===== config.mk =====
export PLATFORM = sky130hd
export DESIGN_NAME = pol_top
export DESIGN_NICKNAME = d
export VERILOG_FILES = /design/src/inc/pol_pkg.sv /design/src/verilog/pol_slew.sv /design/src/verilog/pol_top.sv
export SDC_FILE = /design/constraint.sdc
export NUM_CORES = 2
export LEC_CHECK = 0
export ABC_AREA = 1
export BUFFER_PORTS_ARGS = -buffer_cell sky130_fd_sc_hd__buf_2
export CORE_ASPECT_RATIO = 0.75
export CORE_MARGIN = 2
export CORE_UTILIZATION = 55
export CTS_BUF_LIST = sky130_fd_sc_hd__clkbuf_4 sky130_fd_sc_hd__clkbuf_8
export DETAILED_ROUTE_END_ITERATION = 8
export PLACE_DENSITY = 0.7
export SLEW_MARGIN = 30
export SYNTH_ARGS = -nofsm -noshare
export SYNTH_HDL_FRONTEND = slang
export SYNTH_SLANG_ARGS = --single-unit

===== constraint.sdc =====
create_clock -name clk_sys -period 26.4 [get_ports clk_sys]
set_input_delay 0 -clock clk_sys [delete_from_list [all_inputs] [get_ports clk_sys]]
set_output_delay 0 -clock clk_sys [all_outputs]
set_load 0.01 [all_outputs]

===== src/inc/pol_pkg.sv =====
package pol_pkg;
  // ----------------------------------------------------------------
  // widths and scales
  // ----------------------------------------------------------------
  localparam int ADDR_W = 5;
  localparam int DATA_W = 16;
  localparam logic [9:0] PCT_FULL = 10'h3e8; // 100.0 percent in 0.1 % units
  localparam logic [10:0] CUR_MAX = 11'h4b0; // 120.0 percent of rated current
  localparam logic [10:0] CUR_MIN = 11'h064; // 10.0 percent of rated current
  localparam logic [9:0] TIME_MAX = 10'h3e7; // 99.9 s in 0.1 s units
  localparam logic [9:0] HB_MAX = 10'h064; // 100 percent
  // ----------------------------------------------------------------
  // timing
  // ----------------------------------------------------------------
  localparam int CLK_NS = 100;
  localparam int TICK_NS = 100000; // control period 100 us
  localparam int TICK_CYC = TICK_NS / CLK_NS;
  localparam int SU_UNIT_NS = 100000000; // start-up time unit 0.1 s
  localparam int SU_UNIT_TICKS = SU_UNIT_NS / TICK_NS;
  localparam logic [19:0] SLEW_PER_UNIT = 20'h003e8; // ticks per 0.1 s of slew time
  // ----------------------------------------------------------------
  // register offsets
  // ----------------------------------------------------------------
  localparam logic [4:0] OFS_CTRL = 5'h00;
  localparam logic [4:0] OFS_RAMP_LO = 5'h01;
  localparam logic [4:0] OFS_RAMP_HI = 5'h02;
  localparam logic [4:0] OFS_RAMP_SRC = 5'h03;
  localparam logic [4:0] OFS_SLOW_UP = 5'h04;
  localparam logic [4:0] OFS_SLOW_DN = 5'h05;
  localparam logic [4:0] OFS_CUR_LIM = 5'h06;
  localparam logic [4:0] OFS_CUR_SRC = 5'h07;
  localparam logic [4:0] OFS_HB_THR = 5'h08;
  localparam logic [4:0] OFS_DO1 = 5'h09;
  localparam logic [4:0] OFS_DO2 = 5'h0a;
  localparam logic [4:0] OFS_SU_LIM = 5'h0b;
  localparam logic [4:0] OFS_SU_TIME = 5'h0c;
  localparam logic [4:0] OFS_STATUS = 5'h10;
  localparam logic [4:0] OFS_LEVEL = 5'h11;
  // ----------------------------------------------------------------
  // control register fields
  // ----------------------------------------------------------------
  localparam int CTRL_AUX_EN = 0;
  localparam int CTRL_SU_EN = 1;
  localparam int CTRL_ZVS = 2;
  localparam int CTRL_KEY_MAN = 3;
  localparam int CTRL_DI_LSB = 4;
  localparam int SRC_HI_LSB = 2;
  // ----------------------------------------------------------------
  // reset values
  // ----------------------------------------------------------------
  localparam logic [9:0] RST_RAMP_LO = 10'h000;
  localparam logic [9:0] RST_RAMP_HI = 10'h3e8;
  localparam logic [9:0] RST_SLOW = 10'h00a;
  localparam logic [10:0] RST_CUR_LIM = 11'h3e8;
  localparam logic [9:0] RST_HB_THR = 10'h000;
  localparam logic [9:0] RST_SU_LIM = 10'h3e8;
  localparam logic [9:0] RST_SU_TIME = 10'h000;
  // ----------------------------------------------------------------
  // encodings
  // ----------------------------------------------------------------
  typedef enum logic [1:0] {
    SRC_KEY = 2'h0, SRC_ADJ1 = 2'h1, SRC_ADJ2 = 2'h2, SRC_ADJ3 = 2'h3
  } pol_src_t;
  typedef enum logic [1:0] {
    DI_NONE = 2'h0, DI_ON = 2'h1, DI_OFF = 2'h2
  } pol_di_t;
  typedef enum logic [1:0] {
    DO_NONE = 2'h0, DO_STANDBY = 2'h1, DO_OPERATING = 2'h2, DO_HB = 2'h3
  } pol_do_t;
endpackage


===== src/verilog/pol_slew.sv =====
// ------------------------------------------------------------------
// slew limiter: one 0.1 % step at most per control tick, or a jump to target when the slew time is zero
// ------------------------------------------------------------------
module pol_slew (
  // clock and reset
  input wire logic clk_sys,
  input wire logic rst,
  // control period enable
  input wire logic tick,
  // target and slew times in 0.1 s
  input wire logic [9:0] target,
  input wire logic [9:0] up_time,
  input wire logic [9:0] dn_time,
  // limited output
  output logic [9:0] level
);
  logic [19:0] acc_reg;
  logic [19:0] span_up;
  logic [19:0] span_dn;
  logic [19:0] acc_sum;

  // ticks needed for a full-scale swing, in accumulator units
  assign span_up = 20'(up_time * pol_pkg::SLEW_PER_UNIT);
  assign span_dn = 20'(dn_time * pol_pkg::SLEW_PER_UNIT);
  assign acc_sum = acc_reg + 20'(pol_pkg::PCT_FULL);

  // bresenham stepping so a full swing lasts exactly the set time
  always_ff @(posedge clk_sys) begin
    if (rst) begin
      level <= 10'h000;
      acc_reg <= 20'h00000;
    end else if (tick) begin
      if (target > level) begin
        if (up_time == 10'h000) begin
          level <= target;
          acc_reg <= 20'h00000;
        end else if (acc_sum >= span_up) begin
          level <= level + 10'h001;
          acc_reg <= acc_sum - span_up;
        end else begin
          acc_reg <= acc_sum;
        end
      end else if (target < level) begin
        if (dn_time == 10'h000) begin
          level <= target;
          acc_reg <= 20'h00000;
        end else if (acc_sum >= span_dn) begin
          level <= level - 10'h001;
          acc_reg <= acc_sum - span_dn;
        end else begin
          acc_reg <= acc_sum;
        end
      end else begin
        acc_reg <= 20'h00000;
      end
    end
  end
endmodule // pol_slew


===== src/verilog/pol_top.sv =====
module pol_top (
  // clock and reset
  input wire logic clk_sys,
  input wire logic rst,
  // register port
  input wire logic [4:0] reg_addr,
  input wire logic [15:0] reg_wdata,
  input wire logic reg_wr,
  input wire logic reg_rd,
  output logic [15:0] reg_rdata,
  // process inputs, same clock domain, 0.1 % units
  input wire logic run_cmd,
  input wire logic [9:0] demand,
  input wire logic [9:0] aux_in,
  input wire logic [9:0] first_external_adjuster,
  input wire logic [9:0] second_external_adjuster,
  input wire logic [9:0] third_external_adjuster,
  input wire logic [10:0] load_current,
  input wire logic [9:0] load_ratio,
  // pin
  input wire logic first_digital_input,
  // outputs
  output logic [9:0] out_level,
  output logic cur_limit_active,
  output logic hb_alarm,
  output logic manual_active,
  output logic first_digital_output,
  output logic second_digital_output
);
  // ----------------------------------------------------------------
  // helpers
  // ----------------------------------------------------------------
  // scale a percentage by a factor given as 0 to 100.0 percent
  function automatic logic [9:0] pct_mul(input logic [9:0] a, input logic [9:0] b);
    logic [19:0] prod;
    prod = 20'(a) * 20'(b);
    return 10'(prod / 20'(pol_pkg::PCT_FULL));
  endfunction

  // pick one of the three adjusters
  function automatic logic [9:0] adj_pick(input logic [1:0] src, input logic [9:0] a1,
                                          input logic [9:0] a2, input logic [9:0] a3);
    case (src)
      pol_pkg::SRC_ADJ1: return a1;
      pol_pkg::SRC_ADJ2: return a2;
      pol_pkg::SRC_ADJ3: return a3;
      default: return pol_pkg::PCT_FULL;
    endcase
  endfunction

  // digital output function selection
  function automatic logic do_pick(input logic [1:0] fn, input logic run, input logic hb);
    case (fn)
      pol_pkg::DO_STANDBY: return ~run;
      pol_pkg::DO_OPERATING: return run;
      pol_pkg::DO_HB: return hb;
      default: return 1'b0;
    endcase
  endfunction

  // ----------------------------------------------------------------
  // declarations
  // ----------------------------------------------------------------
  logic [7:0] ctrl_reg;
  logic [9:0] ramp_lo_reg;
  logic [9:0] ramp_hi_reg;
  logic [1:0] lo_src_reg;
  logic [1:0] hi_src_reg;
  logic [9:0] slow_up_reg;
  logic [9:0] slow_dn_reg;
  logic [10:0] cur_lim_reg;
  logic [1:0] cur_src_reg;
  logic [9:0] hb_thr_reg;
  logic [1:0] do1_reg;
  logic [1:0] do2_reg;
  logic [9:0] su_lim_reg;
  logic [9:0] su_time_reg;
  logic reject_reg;
  logic di_meta_reg;
  logic di_sync_reg;
  logic [9:0] tick_cnt_reg;
  logic tick_reg;
  logic [9:0] su_div_reg;
  logic [9:0] su_elapsed_reg;
  logic su_active_reg;
  logic [9:0] target;
  logic [9:0] slew_level;
  logic [9:0] lo_eff;
  logic [9:0] hi_eff;
  logic [10:0] lim_eff;
  logic lim_on;
  logic over_lim;
  logic manual_now;
  logic hb_now;
  logic wr_bad;
  logic [1:0] new_lo;
  logic [1:0] new_hi;
  logic [1:0] new_cur;
  logic [1:0] di_mode;

  assign di_mode = ctrl_reg[pol_pkg::CTRL_DI_LSB +: 2];
  assign new_lo = reg_wdata[1:0];
  assign new_hi = reg_wdata[pol_pkg::SRC_HI_LSB +: 2];
  assign new_cur = reg_wdata[1:0];

  // ----------------------------------------------------------------
  // pin synchroniser and control tick
  // ----------------------------------------------------------------
  // two flops before the digital input is looked at
  always_ff @(posedge clk_sys) begin
    if (rst) begin
      di_meta_reg <= 1'b0;
      di_sync_reg <= 1'b0;
    end else begin
      di_meta_reg <= first_digital_input;
      di_sync_reg <= di_meta_reg;
    end
  end

  // control period enable pulse
  always_ff @(posedge clk_sys) begin
    if (rst) begin
      tick_cnt_reg <= 10'h000;
      tick_reg <= 1'b0;
    end else if (tick_cnt_reg == 10'(pol_pkg::TICK_CYC - 1)) begin
      tick_cnt_reg <= 10'h000;
      tick_reg <= 1'b1;
    end else begin
      tick_cnt_reg <= tick_cnt_reg + 10'h001;
      tick_reg <= 1'b0;
    end
  end

  // start-up timer in 0.1 s units, counting only while elapsed units stay below su_time_reg
  always_ff @(posedge clk_sys) begin
    if (rst) begin
      su_div_reg <= 10'h000;
      su_elapsed_reg <= 10'h000;
      su_active_reg <= 1'b1;
    end else begin
      su_active_reg <= su_elapsed_reg < su_time_reg;
      if (tick_reg && su_active_reg) begin
        if (su_div_reg == 10'(pol_pkg::SU_UNIT_TICKS - 1)) begin
          su_div_reg <= 10'h000;
          su_elapsed_reg <= su_elapsed_reg + 10'h001;
        end else begin
          su_div_reg <= su_div_reg + 10'h001;
        end
      end
    end
  end

  // ----------------------------------------------------------------
  // write checks
  // ----------------------------------------------------------------
  // flags writes that would break a range or an allocation
  always_comb begin
    wr_bad = 1'b0;
    case (reg_addr)
      pol_pkg::OFS_RAMP_LO: wr_bad = reg_wdata > 16'(ramp_hi_reg) ||
                                     reg_wdata >= 16'(pol_pkg::PCT_FULL);
      pol_pkg::OFS_RAMP_HI: wr_bad = reg_wdata == 16'h0000 ||
                                     reg_wdata > 16'(pol_pkg::PCT_FULL) ||
                                     reg_wdata < 16'(ramp_lo_reg);
      pol_pkg::OFS_RAMP_SRC: wr_bad = new_lo == pol_pkg::SRC_ADJ3 ||
                                      new_hi == pol_pkg::SRC_ADJ3 ||
                                      (new_lo != pol_pkg::SRC_KEY && new_lo == new_hi) ||
                                      (lo_src_reg != pol_pkg::SRC_KEY &&
                                       new_lo != pol_pkg::SRC_KEY && new_lo != lo_src_reg) ||
                                      (hi_src_reg != pol_pkg::SRC_KEY &&
                                       new_hi != pol_pkg::SRC_KEY && new_hi != hi_src_reg) ||
                                      (cur_src_reg != pol_pkg::SRC_KEY &&
                                       (new_lo == cur_src_reg || new_hi == cur_src_reg));
      pol_pkg::OFS_SLOW_UP: wr_bad = reg_wdata > 16'(pol_pkg::TIME_MAX);
      pol_pkg::OFS_SLOW_DN: wr_bad = reg_wdata > 16'(pol_pkg::TIME_MAX);
      pol_pkg::OFS_CUR_LIM: wr_bad = reg_wdata != 16'h0000 &&
                                     (reg_wdata < 16'(pol_pkg::CUR_MIN) ||
                                      reg_wdata > 16'(pol_pkg::CUR_MAX));
      pol_pkg::OFS_CUR_SRC: wr_bad = (new_cur != pol_pkg::SRC_KEY &&
                                      cur_lim_reg != 11'h000) ||
                                     (new_cur != pol_pkg::SRC_KEY &&
                                      (new_cur == lo_src_reg || new_cur == hi_src_reg)) ||
                                     (new_cur == pol_pkg::SRC_ADJ3 &&
                                      di_mode != pol_pkg::DI_NONE) ||
                                     (cur_src_reg != pol_pkg::SRC_KEY &&
                                      new_cur != pol_pkg::SRC_KEY && new_cur != cur_src_reg);
      pol_pkg::OFS_HB_THR: wr_bad = reg_wdata > 16'(pol_pkg::HB_MAX);
      pol_pkg::OFS_SU_LIM: wr_bad = reg_wdata > 16'(pol_pkg::PCT_FULL);
      pol_pkg::OFS_SU_TIME: wr_bad = reg_wdata > 16'(pol_pkg::TIME_MAX);
      default: wr_bad = 1'b0;
    endcase
  end

  // ----------------------------------------------------------------
  // configuration registers
  // ----------------------------------------------------------------
  // accepted writes update the settings; refused ones leave them as they were
  always_ff @(posedge clk_sys) begin
    if (rst) begin
      ctrl_reg <= 8'h00;
      ramp_lo_reg <= pol_pkg::RST_RAMP_LO;
      ramp_hi_reg <= pol_pkg::RST_RAMP_HI;
      lo_src_reg <= pol_pkg::SRC_KEY;
      hi_src_reg <= pol_pkg::SRC_KEY;
      slow_up_reg <= pol_pkg::RST_SLOW;
      slow_dn_reg <= pol_pkg::RST_SLOW;
      cur_lim_reg <= pol_pkg::RST_CUR_LIM;
      cur_src_reg <= pol_pkg::SRC_KEY;
      hb_thr_reg <= pol_pkg::RST_HB_THR;
      do1_reg <= pol_pkg::DO_NONE;
      do2_reg <= pol_pkg::DO_NONE;
      su_lim_reg <= pol_pkg::RST_SU_LIM;
      su_time_reg <= pol_pkg::RST_SU_TIME;
    end else if (reg_wr && !wr_bad) begin
      case (reg_addr)
        pol_pkg::OFS_CTRL: ctrl_reg <= reg_wdata[7:0];
        pol_pkg::OFS_RAMP_LO: ramp_lo_reg <= reg_wdata[9:0];
        pol_pkg::OFS_RAMP_HI: ramp_hi_reg <= reg_wdata[9:0];
        pol_pkg::OFS_RAMP_SRC: begin
          lo_src_reg <= new_lo;
          hi_src_reg <= new_hi;
        end
        pol_pkg::OFS_SLOW_UP: slow_up_reg <= reg_wdata[9:0];
        pol_pkg::OFS_SLOW_DN: slow_dn_reg <= reg_wdata[9:0];
        pol_pkg::OFS_CUR_LIM: cur_lim_reg <= reg_wdata[10:0];
        pol_pkg::OFS_CUR_SRC: cur_src_reg <= new_cur;
        pol_pkg::OFS_HB_THR: hb_thr_reg <= reg_wdata[9:0];
        pol_pkg::OFS_DO1: do1_reg <= reg_wdata[1:0];
        pol_pkg::OFS_DO2: do2_reg <= reg_wdata[1:0];
        pol_pkg::OFS_SU_LIM: su_lim_reg <= reg_wdata[9:0];
        pol_pkg::OFS_SU_TIME: su_time_reg <= reg_wdata[9:0];
        default: ;
      endcase
    end
  end

  // sticky refusal flag; a new refusal wins over the clearing read
  always_ff @(posedge clk_sys) begin
    if (rst) begin
      reject_reg <= 1'b0;
    end else if (reg_wr && wr_bad) begin
      reject_reg <= 1'b1;
    end else if (reg_rd && reg_addr == pol_pkg::OFS_STATUS) begin
      reject_reg <= 1'b0;
    end
  end

  // ----------------------------------------------------------------
  // read port
  // ----------------------------------------------------------------
  // read data stand one cycle after the strobe, zero otherwise
  always_ff @(posedge clk_sys) begin
    if (rst || !reg_rd) begin
      reg_rdata <= 16'h0000;
    end else begin
      case (reg_addr)
        pol_pkg::OFS_CTRL: reg_rdata <= {8'h00, ctrl_reg};
        pol_pkg::OFS_RAMP_LO: reg_rdata <= {6'h00, ramp_lo_reg};
        pol_pkg::OFS_RAMP_HI: reg_rdata <= {6'h00, ramp_hi_reg};
        pol_pkg::OFS_RAMP_SRC: reg_rdata <= {12'h000, hi_src_reg, lo_src_reg};
        pol_pkg::OFS_SLOW_UP: reg_rdata <= {6'h00, slow_up_reg};
        pol_pkg::OFS_SLOW_DN: reg_rdata <= {6'h00, slow_dn_reg};
        pol_pkg::OFS_CUR_LIM: reg_rdata <= {5'h00, cur_lim_reg};
        pol_pkg::OFS_CUR_SRC: reg_rdata <= {14'h0000, cur_src_reg};
        pol_pkg::OFS_HB_THR: reg_rdata <= {6'h00, hb_thr_reg};
        pol_pkg::OFS_DO1: reg_rdata <= {14'h0000, do1_reg};
        pol_pkg::OFS_DO2: reg_rdata <= {14'h0000, do2_reg};
        pol_pkg::OFS_SU_LIM: reg_rdata <= {6'h00, su_lim_reg};
        pol_pkg::OFS_SU_TIME: reg_rdata <= {6'h00, su_time_reg};
        pol_pkg::OFS_STATUS: reg_rdata <= {10'h000, reject_reg, su_active_reg,
                                           cur_limit_active, hb_alarm, manual_active, run_cmd};
        pol_pkg::OFS_LEVEL: reg_rdata <= {6'h00, slew_level};
        default: reg_rdata <= 16'h0000;
      endcase
    end
  end

  // ----------------------------------------------------------------
  // demand shaping
  // ----------------------------------------------------------------
  // effective ramp limits, current limit and manual request
  always_comb begin
    lo_eff = ramp_lo_reg;
    hi_eff = ramp_hi_reg;
    if (lo_src_reg != pol_pkg::SRC_KEY) begin
      lo_eff = pct_mul(ramp_lo_reg, adj_pick(lo_src_reg, first_external_adjuster,
                       second_external_adjuster, third_external_adjuster));
    end
    if (hi_src_reg != pol_pkg::SRC_KEY) begin
      hi_eff = pct_mul(ramp_hi_reg, adj_pick(hi_src_reg, first_external_adjuster,
                       second_external_adjuster, third_external_adjuster));
    end
    if (cur_src_reg == pol_pkg::SRC_KEY) begin
      lim_eff = cur_lim_reg;
    end else begin
      lim_eff = pol_pkg::CUR_MIN + 11'(pct_mul(10'h384, adj_pick(cur_src_reg,
                first_external_adjuster, second_external_adjuster,
                third_external_adjuster)));
    end
    lim_on = (cur_lim_reg != 11'h000 || cur_src_reg != pol_pkg::SRC_KEY) &&
             !ctrl_reg[pol_pkg::CTRL_ZVS];
    over_lim = lim_on && load_current > lim_eff;
    case (di_mode)
      pol_pkg::DI_ON: manual_now = di_sync_reg;
      pol_pkg::DI_OFF: manual_now = ~di_sync_reg;
      default: manual_now = 1'b0;
    endcase
    manual_now = manual_now && !ctrl_reg[pol_pkg::CTRL_KEY_MAN];
    hb_now = run_cmd && 16'(load_ratio) < 16'(hb_thr_reg) * 16'h000a;
  end

  // target for the slew limiter
  always_comb begin
    target = demand;
    if (ctrl_reg[pol_pkg::CTRL_AUX_EN]) begin
      target = pct_mul(demand, aux_in);
    end
    if (manual_now) begin
      target = third_external_adjuster;
    end
    if (hi_eff < target) begin
      target = hi_eff;
    end
    if (target < lo_eff) begin
      target = lo_eff;
    end
    if (ctrl_reg[pol_pkg::CTRL_SU_EN] && su_active_reg && target > su_lim_reg) begin
      target = su_lim_reg;
    end
    if (over_lim && slew_level != 10'h000 && target >= slew_level) begin
      target = slew_level - 10'h001;
    end
    if (!run_cmd) begin
      target = 10'h000;
    end
  end

  // rate limiting of the output
  pol_slew u_slew (
    .clk_sys(clk_sys),
    .rst(rst),
    .tick(tick_reg),
    .target(target),
    .up_time(slow_up_reg),
    .dn_time(slow_dn_reg),
    .level(slew_level)
  );

  // ----------------------------------------------------------------
  // registered outputs
  // ----------------------------------------------------------------
  // status outputs and digital output mapping
  always_ff @(posedge clk_sys) begin
    if (rst) begin
      out_level <= 10'h000;
      cur_limit_active <= 1'b0;
      hb_alarm <= 1'b0;
      manual_active <= 1'b0;
      first_digital_output <= 1'b0;
      second_digital_output <= 1'b0;
    end else begin
      out_level <= slew_level;
      cur_limit_active <= over_lim;
      hb_alarm <= hb_now;
      manual_active <= manual_now;
      first_digital_output <= do_pick(do1_reg, run_cmd, hb_alarm);
      second_digital_output <= do_pick(do2_reg, run_cmd, hb_alarm);
    end
  end
endmodule // pol_top

# Word-level counts from Yosys, hierarchy flattened
# Cells that the tools add are included.
totals:
  elab_cells: 231
  in_bits: 98
  out_inout_bits: 31
  ff_bits: 195
classes:
  order_cmp: 19
  div_mod_pow: 4
  mux: 37
  mul: 7
  reduce_logical: 78
  eq_ne: 44
  add_sub_neg: 9
  bitwise_logic: 2
ops:
  columns: ["cell", "count"]
  rows:
  - ["$mux W10", 19]
  - ["$pmux W11 S15", 1]
  - ["$mux W20", 6]
  - ["$pmux W10 S3", 3]
  - ["$div A20 B10 Y20 const B", 4]
  - ["$mul A10 B10 Y20", 3]
  - ["$add A10 B1 Y10 const B", 4]
  - ["$ge A20 B20 Y1", 2]
  - ["$lt A10 B10 Y1", 4]
  - ["$sub A20 B20 Y20", 2]
  - ["$mul A10 B7 Y17 const B", 2]
  - ["$gt A16 B10 Y1 const B", 2]
  - ["$reduce_and A2 Y1", 14]
  - ["$eq A2 B2 Y1 const B", 13]
  - ["$eq A5 B4 Y1 const B", 5]
  - ["$logic_and A1 B1 Y1", 24]
  - ["$add A20 B10 Y20 const B", 1]
  - ["$eq A10 B10 Y1 const B", 2]
  - ["$eq A5 B3 Y1 const B", 4]
  - ["$gt A10 B10 Y1", 2]
  - ["$logic_not A10 Y1", 2]
  - ["$mul A8 B10 Y18 const A", 1]
  - ["$ge A16 B10 Y1 const B", 1]
  - ["$gt A16 B10 Y1", 1]
  - ["36 further kinds", 78]

# Depth between registers and ports, before layout
logic_depth:
  ltp_word: 20
  depth_mapped: 149
  ltp_nobuf: 147

# By module
# From an unflattened synthesis, not the netlist that was laid out.
unflattened:
  cells_unflattened: 6765
  area_unflattened_um2: 41733.8
by_module_without_submodules:
  columns: ["mod", "seq_area_each_um2", "area_per_inst_um2", "cells_each", "n_inst"]
  rows:
  - ["pol_top", 3203.1, 32997.9, 5365, 1]
  - ["pol_slew", 540.5, 8735.9, 1400, 1]

# Least setup slack after synthesis
# No wires, ideal clock.
synth_timing:
  path_type: "register to register"
  start: "register hi_src_reg[1]"
  end: "register u_slew.level[8]"
  t_arrival_ps: 18786
  required_time_ps: 26276
  setup_slack_ps: 7490
  path_stages_with_launch: 137
  n_path_buf: 5
  setup_time_ps: 124
  synth_period_minus_slack_ps: 18910
  path_cell_list: "dfxtp_1 > clkbuf_1 > inv_1 > nor2_1 > clkinv_1 > o211ai_1 > nand2_1 > fa_1 > inv_1 > fa_1 > inv_1 > fa_1 > inv_1 > fa_1 > fa_1 > ha_1 > nand2_1 > nand2_1 > (+101 left out) > clkbuf_1 > nand3_1 > nand2_1 > inv_1 > ha_1 > nand4_1 > nor3_1 > o21ai_0 > nand3_1 > inv_1 > nor2_1 > inv_1 > nor2_1 > clkinv_1 > nand2_1 > clkinv_1 > nand3_1 > a21oi_1"
synth_between:
  elab_chain_len: 20
  word_cells_on_any_way: 30
  cone_classes: "mul (1); div (1); order compare (6); eq/ne (4); mux (12); reduce/logical (6)"
synth_lines:
  columns: ["item", "line_no", "rtl"]
  rows:
  - ["start: declaration", "pol_top.sv:68", "logic [1:0] hi_src_reg;"]
  - ["start signal: assignment", "pol_top.sv:204", "hi_src_reg <= pol_pkg::SRC_KEY;"]
  - ["start signal: assignment", "pol_top.sv:221", "hi_src_reg <= new_hi;"]
  - ["$eq A2 B2 Y1 or $eq A2 B1 Y1 (tied branches)", "pol_top.sv:43", "case (src)"]
  - ["$pmux W10 S3", "pol_top.sv:43", null]
  - ["$mux W10", "pol_top.sv:289", "if (hi_src_reg != pol_pkg::SRC_KEY) begin"]
  - ["$mul A10 B10 Y20", "pol_top.sv:36", "prod = 20'(a) * 20'(b);"]
  - ["$div A20 B10 Y20", "pol_top.sv:37", "return 10'(prod / 20'(pol_pkg::PCT_FULL));"]
  - ["$mux W10 *", "pol_top.sv:289", null]
  - ["$lt A10 B10 Y1", "pol_top.sv:321", "if (hi_eff < target) begin"]
  - ["$mux W10 *", "pol_top.sv:321", null]
  - ["(+4 left out)", null, null]
  - ["$mux W10 *", "pol_top.sv:327", "if (ctrl_reg[pol_pkg::CTRL_SU_EN] && su_active_reg && target > su_lim_reg) begin"]
  - ["$ge A10 B10 Y1", "pol_top.sv:330", "if (over_lim && slew_level != 10'h000 && target >= slew_level) begin"]
  - ["$logic_and A1 B1 Y1", "pol_top.sv:330", null]
  - ["$mux W10 *", "pol_top.sv:330", null]
  - ["$mux W10 *", "pol_top.sv:333", "if (!run_cmd) begin"]
  - ["$gt A10 B10 Y1, or another cell as far along", "pol_slew.sv:33", "if (target > level) begin"]
  - ["$ne A3 B3 Y1 (no line), or another cell as far along", null, null]
  - ["$reduce_and A4 Y1 (no line) or $mux W10 (tied branches)", null, null]
  - ["end signal: assignment", "pol_slew.sv:35", "level <= target;"]
  - ["end signal: assignment", "pol_slew.sv:38", "level <= level + 10'h001;"]
  - ["end signal: assignment", "pol_slew.sv:45", "level <= target;"]
  - ["end: declaration", "pol_slew.sv:15", "output logic [9:0] level"]
# Mark *: on every way between the ends. The rest lies on a longest branch, timed or not. The select of a mux whose other input is x is not followed.
# A chain may end at the register's enable or synchronous reset.

# Worst setup path after layout
layout_timing:
  start: "register hi_src_reg[1]"
  end: "register u_slew.level[7]"
# The elaborated chain is that of the path after synthesis.

==> metrics.txt <==
# TYPE chip_impl_metric gauge
chip_impl_metric{name="remaining_number_of_nets_flagged_by_the_antenna_check_after_routing",unit=""} 0
chip_impl_metric{name="grt_start_max_net_pins",unit=""} 72
chip_impl_info{name="worst_setup_path_start_kind",value="register"} 1
chip_impl_metric{name="overflow",unit=""} 0
chip_impl_metric{name="cts.htree.levels",unit=""} 4
chip_impl_info{name="rsz_0062_raised_after_global_routing",value="false"} 1
chip_impl_metric{name="final_layout_size_suffix_gt1_frac",unit=""} 0.05391
chip_impl_metric{name="drt_iter0_markers",unit=""} 3610
chip_impl_info{name="global_route.peak_usage_layer",value="met1"} 1
chip_impl_metric{name="die_h",unit="microns"} 237.7
chip_impl_metric{name="finalCritPeriodShare",unit=""} 0.9048
chip_impl_metric{name="first_pass_iters",unit=""} 6
chip_impl_metric{name="count_of_filler_cells_inserted_in_the_layout",unit=""} 7178
chip_impl_metric{name="number_of_antenna_violations_at_the_first_check_in_global_routing",unit=""} 7
chip_impl_metric{name="syn2layout_area_growth",unit="%"} 4.580
chip_impl_metric{name="detail_route.drc_violations",unit=""} 0
chip_impl_metric{name="final_estimated_routing_congestion_in_global_placement",unit=""} 0.9757
chip_impl_metric{name="via_count",unit=""} 40550
chip_impl_metric{name="fmax",unit="MHz"} 41.87
chip_impl_metric{name="synth_largest_type_area_fraction",unit=""} 0.1582
chip_impl_metric{name="post-cts-setup-buffer-count",unit=""} 0
chip_impl_info{name="yosys_most_used_dff",value="dfxtp_1"} 1
chip_impl_metric{name="fin_tns_setup",unit="ns"} 0
chip_impl_metric{name="dp_hpwl",unit="microns"} 95680
chip_impl_metric{name="syn-cell-area",unit="sq um"} 40050
chip_impl_metric{name="wl",unit="microns"} 114400
chip_impl_metric{name="cts_buffers",unit=""} 17
chip_impl_metric{name="postSynthCellCount",unit=""} 6365
chip_impl_metric{name="design.core.area",unit="sq um"} 71890
chip_impl_info{name="cpMostUsedCell",value="nand2_1"} 1
chip_impl_metric{name="max_slew_margin",unit=""} 0.3739
chip_impl_metric{name="number_of_enable_flip_flop_cells_after_synthesis",unit=""} 0
chip_impl_metric{name="globalRouteMet1Util",unit=""} 0.4626
chip_impl_metric{name="min_period",unit="ns"} 23.89
chip_impl_metric{name="multi_input_comb_area",unit="sq um"} 31250
chip_impl_metric{name="grt_pass1_wl",unit="microns"} 187400
chip_impl_metric{name="timing.final.max_slew_violations",unit=""} 0
chip_impl_info{name="run_status",value="finished, final reports clean"} 1
chip_impl_metric{name="report.final.setup_viol",unit=""} 0
chip_impl_metric{name="ctsLongestPathBuffers",unit=""} 2
chip_impl_metric{name="cts.sink_count",unit=""} 187
chip_impl_metric{name="seqCellArea",unit="sq um"} 3744
chip_impl_metric{name="synth.avg_cell_area",unit="sq um"} 6.292
chip_impl_metric{name="design.final.nets",unit=""} 7223
chip_impl_metric{name="proportion_of_synthesized_chip_area_in_sequential_cells",unit=""} 0.09347
chip_impl_metric{name="critical-path-max-stage-delay",unit="ns"} 0.76
chip_impl_info{name="clk_root_buffer_cell",value="clkbuf_8"} 1
chip_impl_metric{name="use_met3",unit=""} 0.05645
chip_impl_metric{name="max_ffs_per_register",unit=""} 17
chip_impl_metric{name="cp_max_fo",unit=""} 16
chip_impl_info{name="crit_slowest_cell",value="o211ai_1"} 1
chip_impl_metric{name="floorplan.die_area",unit="sq um"} 75020
chip_impl_metric{name="timing.max_cap.violations",unit=""} 0
chip_impl_info{name="critPathCaptureType",value="register"} 1
chip_impl_metric{name="hold_violations",unit=""} 0
chip_impl_metric{name="synthesis.yosys.warnings",unit=""} 0
chip_impl_metric{name="grt.met2_usage",unit=""} 0.4482
chip_impl_metric{name="clock-skew-final",unit="ns"} 0.02577
chip_impl_metric{name="io_buffer_count",unit=""} 122
chip_impl_metric{name="post_cts_resize_count",unit=""} 0
chip_impl_metric{name="max_slew.worst_pin.slew",unit="ns"} 0.9392
chip_impl_metric{name="clk_latency",unit="ns"} 0.53
chip_impl_info{name="tritoncts",value="yes"} 1
chip_impl_metric{name="initial_core_utilization",unit=""} 0.5571
chip_impl_metric{name="ys_async_sr_fraction",unit=""} 0
chip_impl_metric{name="crit_arrival",unit="ns"} 24.28
chip_impl_metric{name="first_global_vias",unit=""} 36420
chip_impl_metric{name="grt_use_total",unit=""} 0.3038
chip_impl_metric{name="via_per_inst",unit=""} 5.496
chip_impl_info{name="synth.largest_area_cell",value="nand2_1"} 1
chip_impl_metric{name="post_synth_num_cell_types",unit=""} 71
chip_impl_info{name="timing.setup.critical_path_class",value="register to register"} 1
chip_impl_info{name="post_synth_main_area_contributors",value="nand2_1, ha_1, fa_1, inv_1, dfxtp_1"} 1
chip_impl_metric{name="cts.clk_slew.worst_paths",unit="ns"} 0.11
chip_impl_metric{name="routedWlPerCell",unit="microns"} 15.50
chip_impl_metric{name="postSynthRegisterBits",unit=""} 187
chip_impl_metric{name="row_count",unit=""} 85
chip_impl_metric{name="crit_required",unit="ns"} 26.79
chip_impl_metric{name="die_w",unit="microns"} 315.6
chip_impl_info{name="min-delay-path-class",value="input port to register"} 1
chip_impl_metric{name="io_pins",unit=""} 129
## cell usage in the layout, fill, tap and decap left out, types with 8 or more instances in the layout
cell           count
nor4_1            14
o21ai_0          310
dlygate4sd3_1     14
nand4_1           90
xnor2_1           44
nand3_2           11
o21ai_1           25
o211ai_1          70
buf_2            123
ha_1             459
nand3_1          443
nand2_1         1687
nand3b_1          21
a221oi_1          19
or2_2              8
o21a_1            20
inv_1           1125
clkinv_1          25
nand3_4            9
dfxtp_1          187
a21oi_1          318
nand2_2           59
inv_2             24
a31oi_1           13
o21bai_1          29
nor3_1            64
fa_1             261
a211oi_1          13
and2_1            20
a21o_1            14
o22ai_1           43
nor2_1           507
nor2_4             9
xor2_1           171
clkbuf_8          18
buf_4             14
o221ai_1          21
nor2_2            20
## layout make-up
| cell class | instances | share of cell area |
|---|---|---|
| Clock inverter | 13 | 0.003107 |
| Clock buffer | 19 | 0.006094 |
| Antenna cell | 4 | 0.0002390 |
| Inverter | 1178 | 0.1057 |
| Sequential cell | 187 | 0.08938 |
| Multi-Input combinational cell | 4869 | 0.7461 |
| Tap cell | 957 | 0.02859 |
| Timing Repair Buffer | 152 | 0.02073 |
## critical path, delay by kind of cell, from the launching register on
family / cells / cell delay, ns
AO/OA/AOI/OAI: 24 / 5.32
adder cells (fa/ha/maj): 10 / 4.14
buffers and inverters: 19 / 2.79
AND/OR/NAND/NOR: 78 / 10.92
flip-flops: 1 / 0.58
## synth_stat cells, types with 24 or more instances
| master | instances |
|---|---|
| nor2_1 | 507 |
| a21oi_1 | 318 |
| clkinv_1 | 25 |
| nor3_1 | 64 |
| dfxtp_1 | 187 |
| nand4_1 | 90 |
| ha_1 | 459 |
| o211ai_1 | 70 |
| clkbuf_1 | 103 |
| xnor2_1 | 44 |
| fa_1 | 261 |
| nand2_2 | 58 |
| inv_1 | 1126 |
| xor2_1 | 171 |
| o22ai_1 | 43 |
| o21bai_1 | 29 |
| nand3_1 | 443 |
| o21ai_1 | 25 |
| inv_2 | 24 |
| o21ai_0 | 310 |
| nand2_1 | 1688 |
## through the flow
stage | cell area [sq um] | worst slack (ns) | hold slack [ns] | cells | utilization
after global placement | 41330 | 3.351 | 0.2182 | 7327 | 0.5749
after detailed placement | 41340 | 3.025 | 0.2261 | 7327 | 0.5750
after global routing | 41880 | 0.09212 | 0.004818 | 7378 | 0.5826
after floorplan | 40070 | 7.490 | 0.1070 | 6369 | -
after CTS | 41860 | 2.909 | 0.0004332 | 7373 | 0.5823
final | 41890 | 2.514 | 0.03606 | 7379 | 0.5826
## cells by family (layout without fill, tap and decap cells)
| kind of cell | after synthesis | count (layout) | synth area share |
|---|---|---|---|
| compound gates | 946 | 946 | 0.1386 |
| flops | 187 | 187 | 0.09347 |
| buf+inv | 1313 | 1362 | 0.1267 |
| fa+ha+maj | 720 | 720 | 0.2739 |
| xor+xnor | 216 | 216 | 0.04742 |
| other cells | 1 | 9 | 0.00009363 |
| simple gates | 2982 | 2982 | 0.3199 |
## repair_timing
action                                  CTS  global route
hold buffers                             14             0
endpoints found under the setup margin    0             0
hold endpoints to repair                 64             0
## final timing paths
| path | depth (start not counted) | slack, ns | endpoint | from |
|---|---|---|---|---|
| setup reg to reg | 131 | 2.51 | u_slew.level[7] | hi_src_reg[1] |
| hold / removal | 5 | 0.04 | reg_rdata[4] | reg_rd |
| setup / recovery | 131 | 2.51 | u_slew.level[7] | hi_src_reg[1] |
| hold reg to reg | 1 | 0.46 | tick_cnt_reg[0] | tick_cnt_reg[0] |
## layer usage
| layer | share of wire | up-vias |
|---|---|---|
| met5 | 0.00048 | - |
| met4 | 0.014 | 8 |
| met3 | 0.094 | 116 |
| met2 | 0.41 | 1494 |
| met1 | 0.49 | 18490 |
| li1 | - | 20440 |
Power is not shown: default switching activity piles up to over one toggle a cycle in this logic, so the estimate is an artifact.
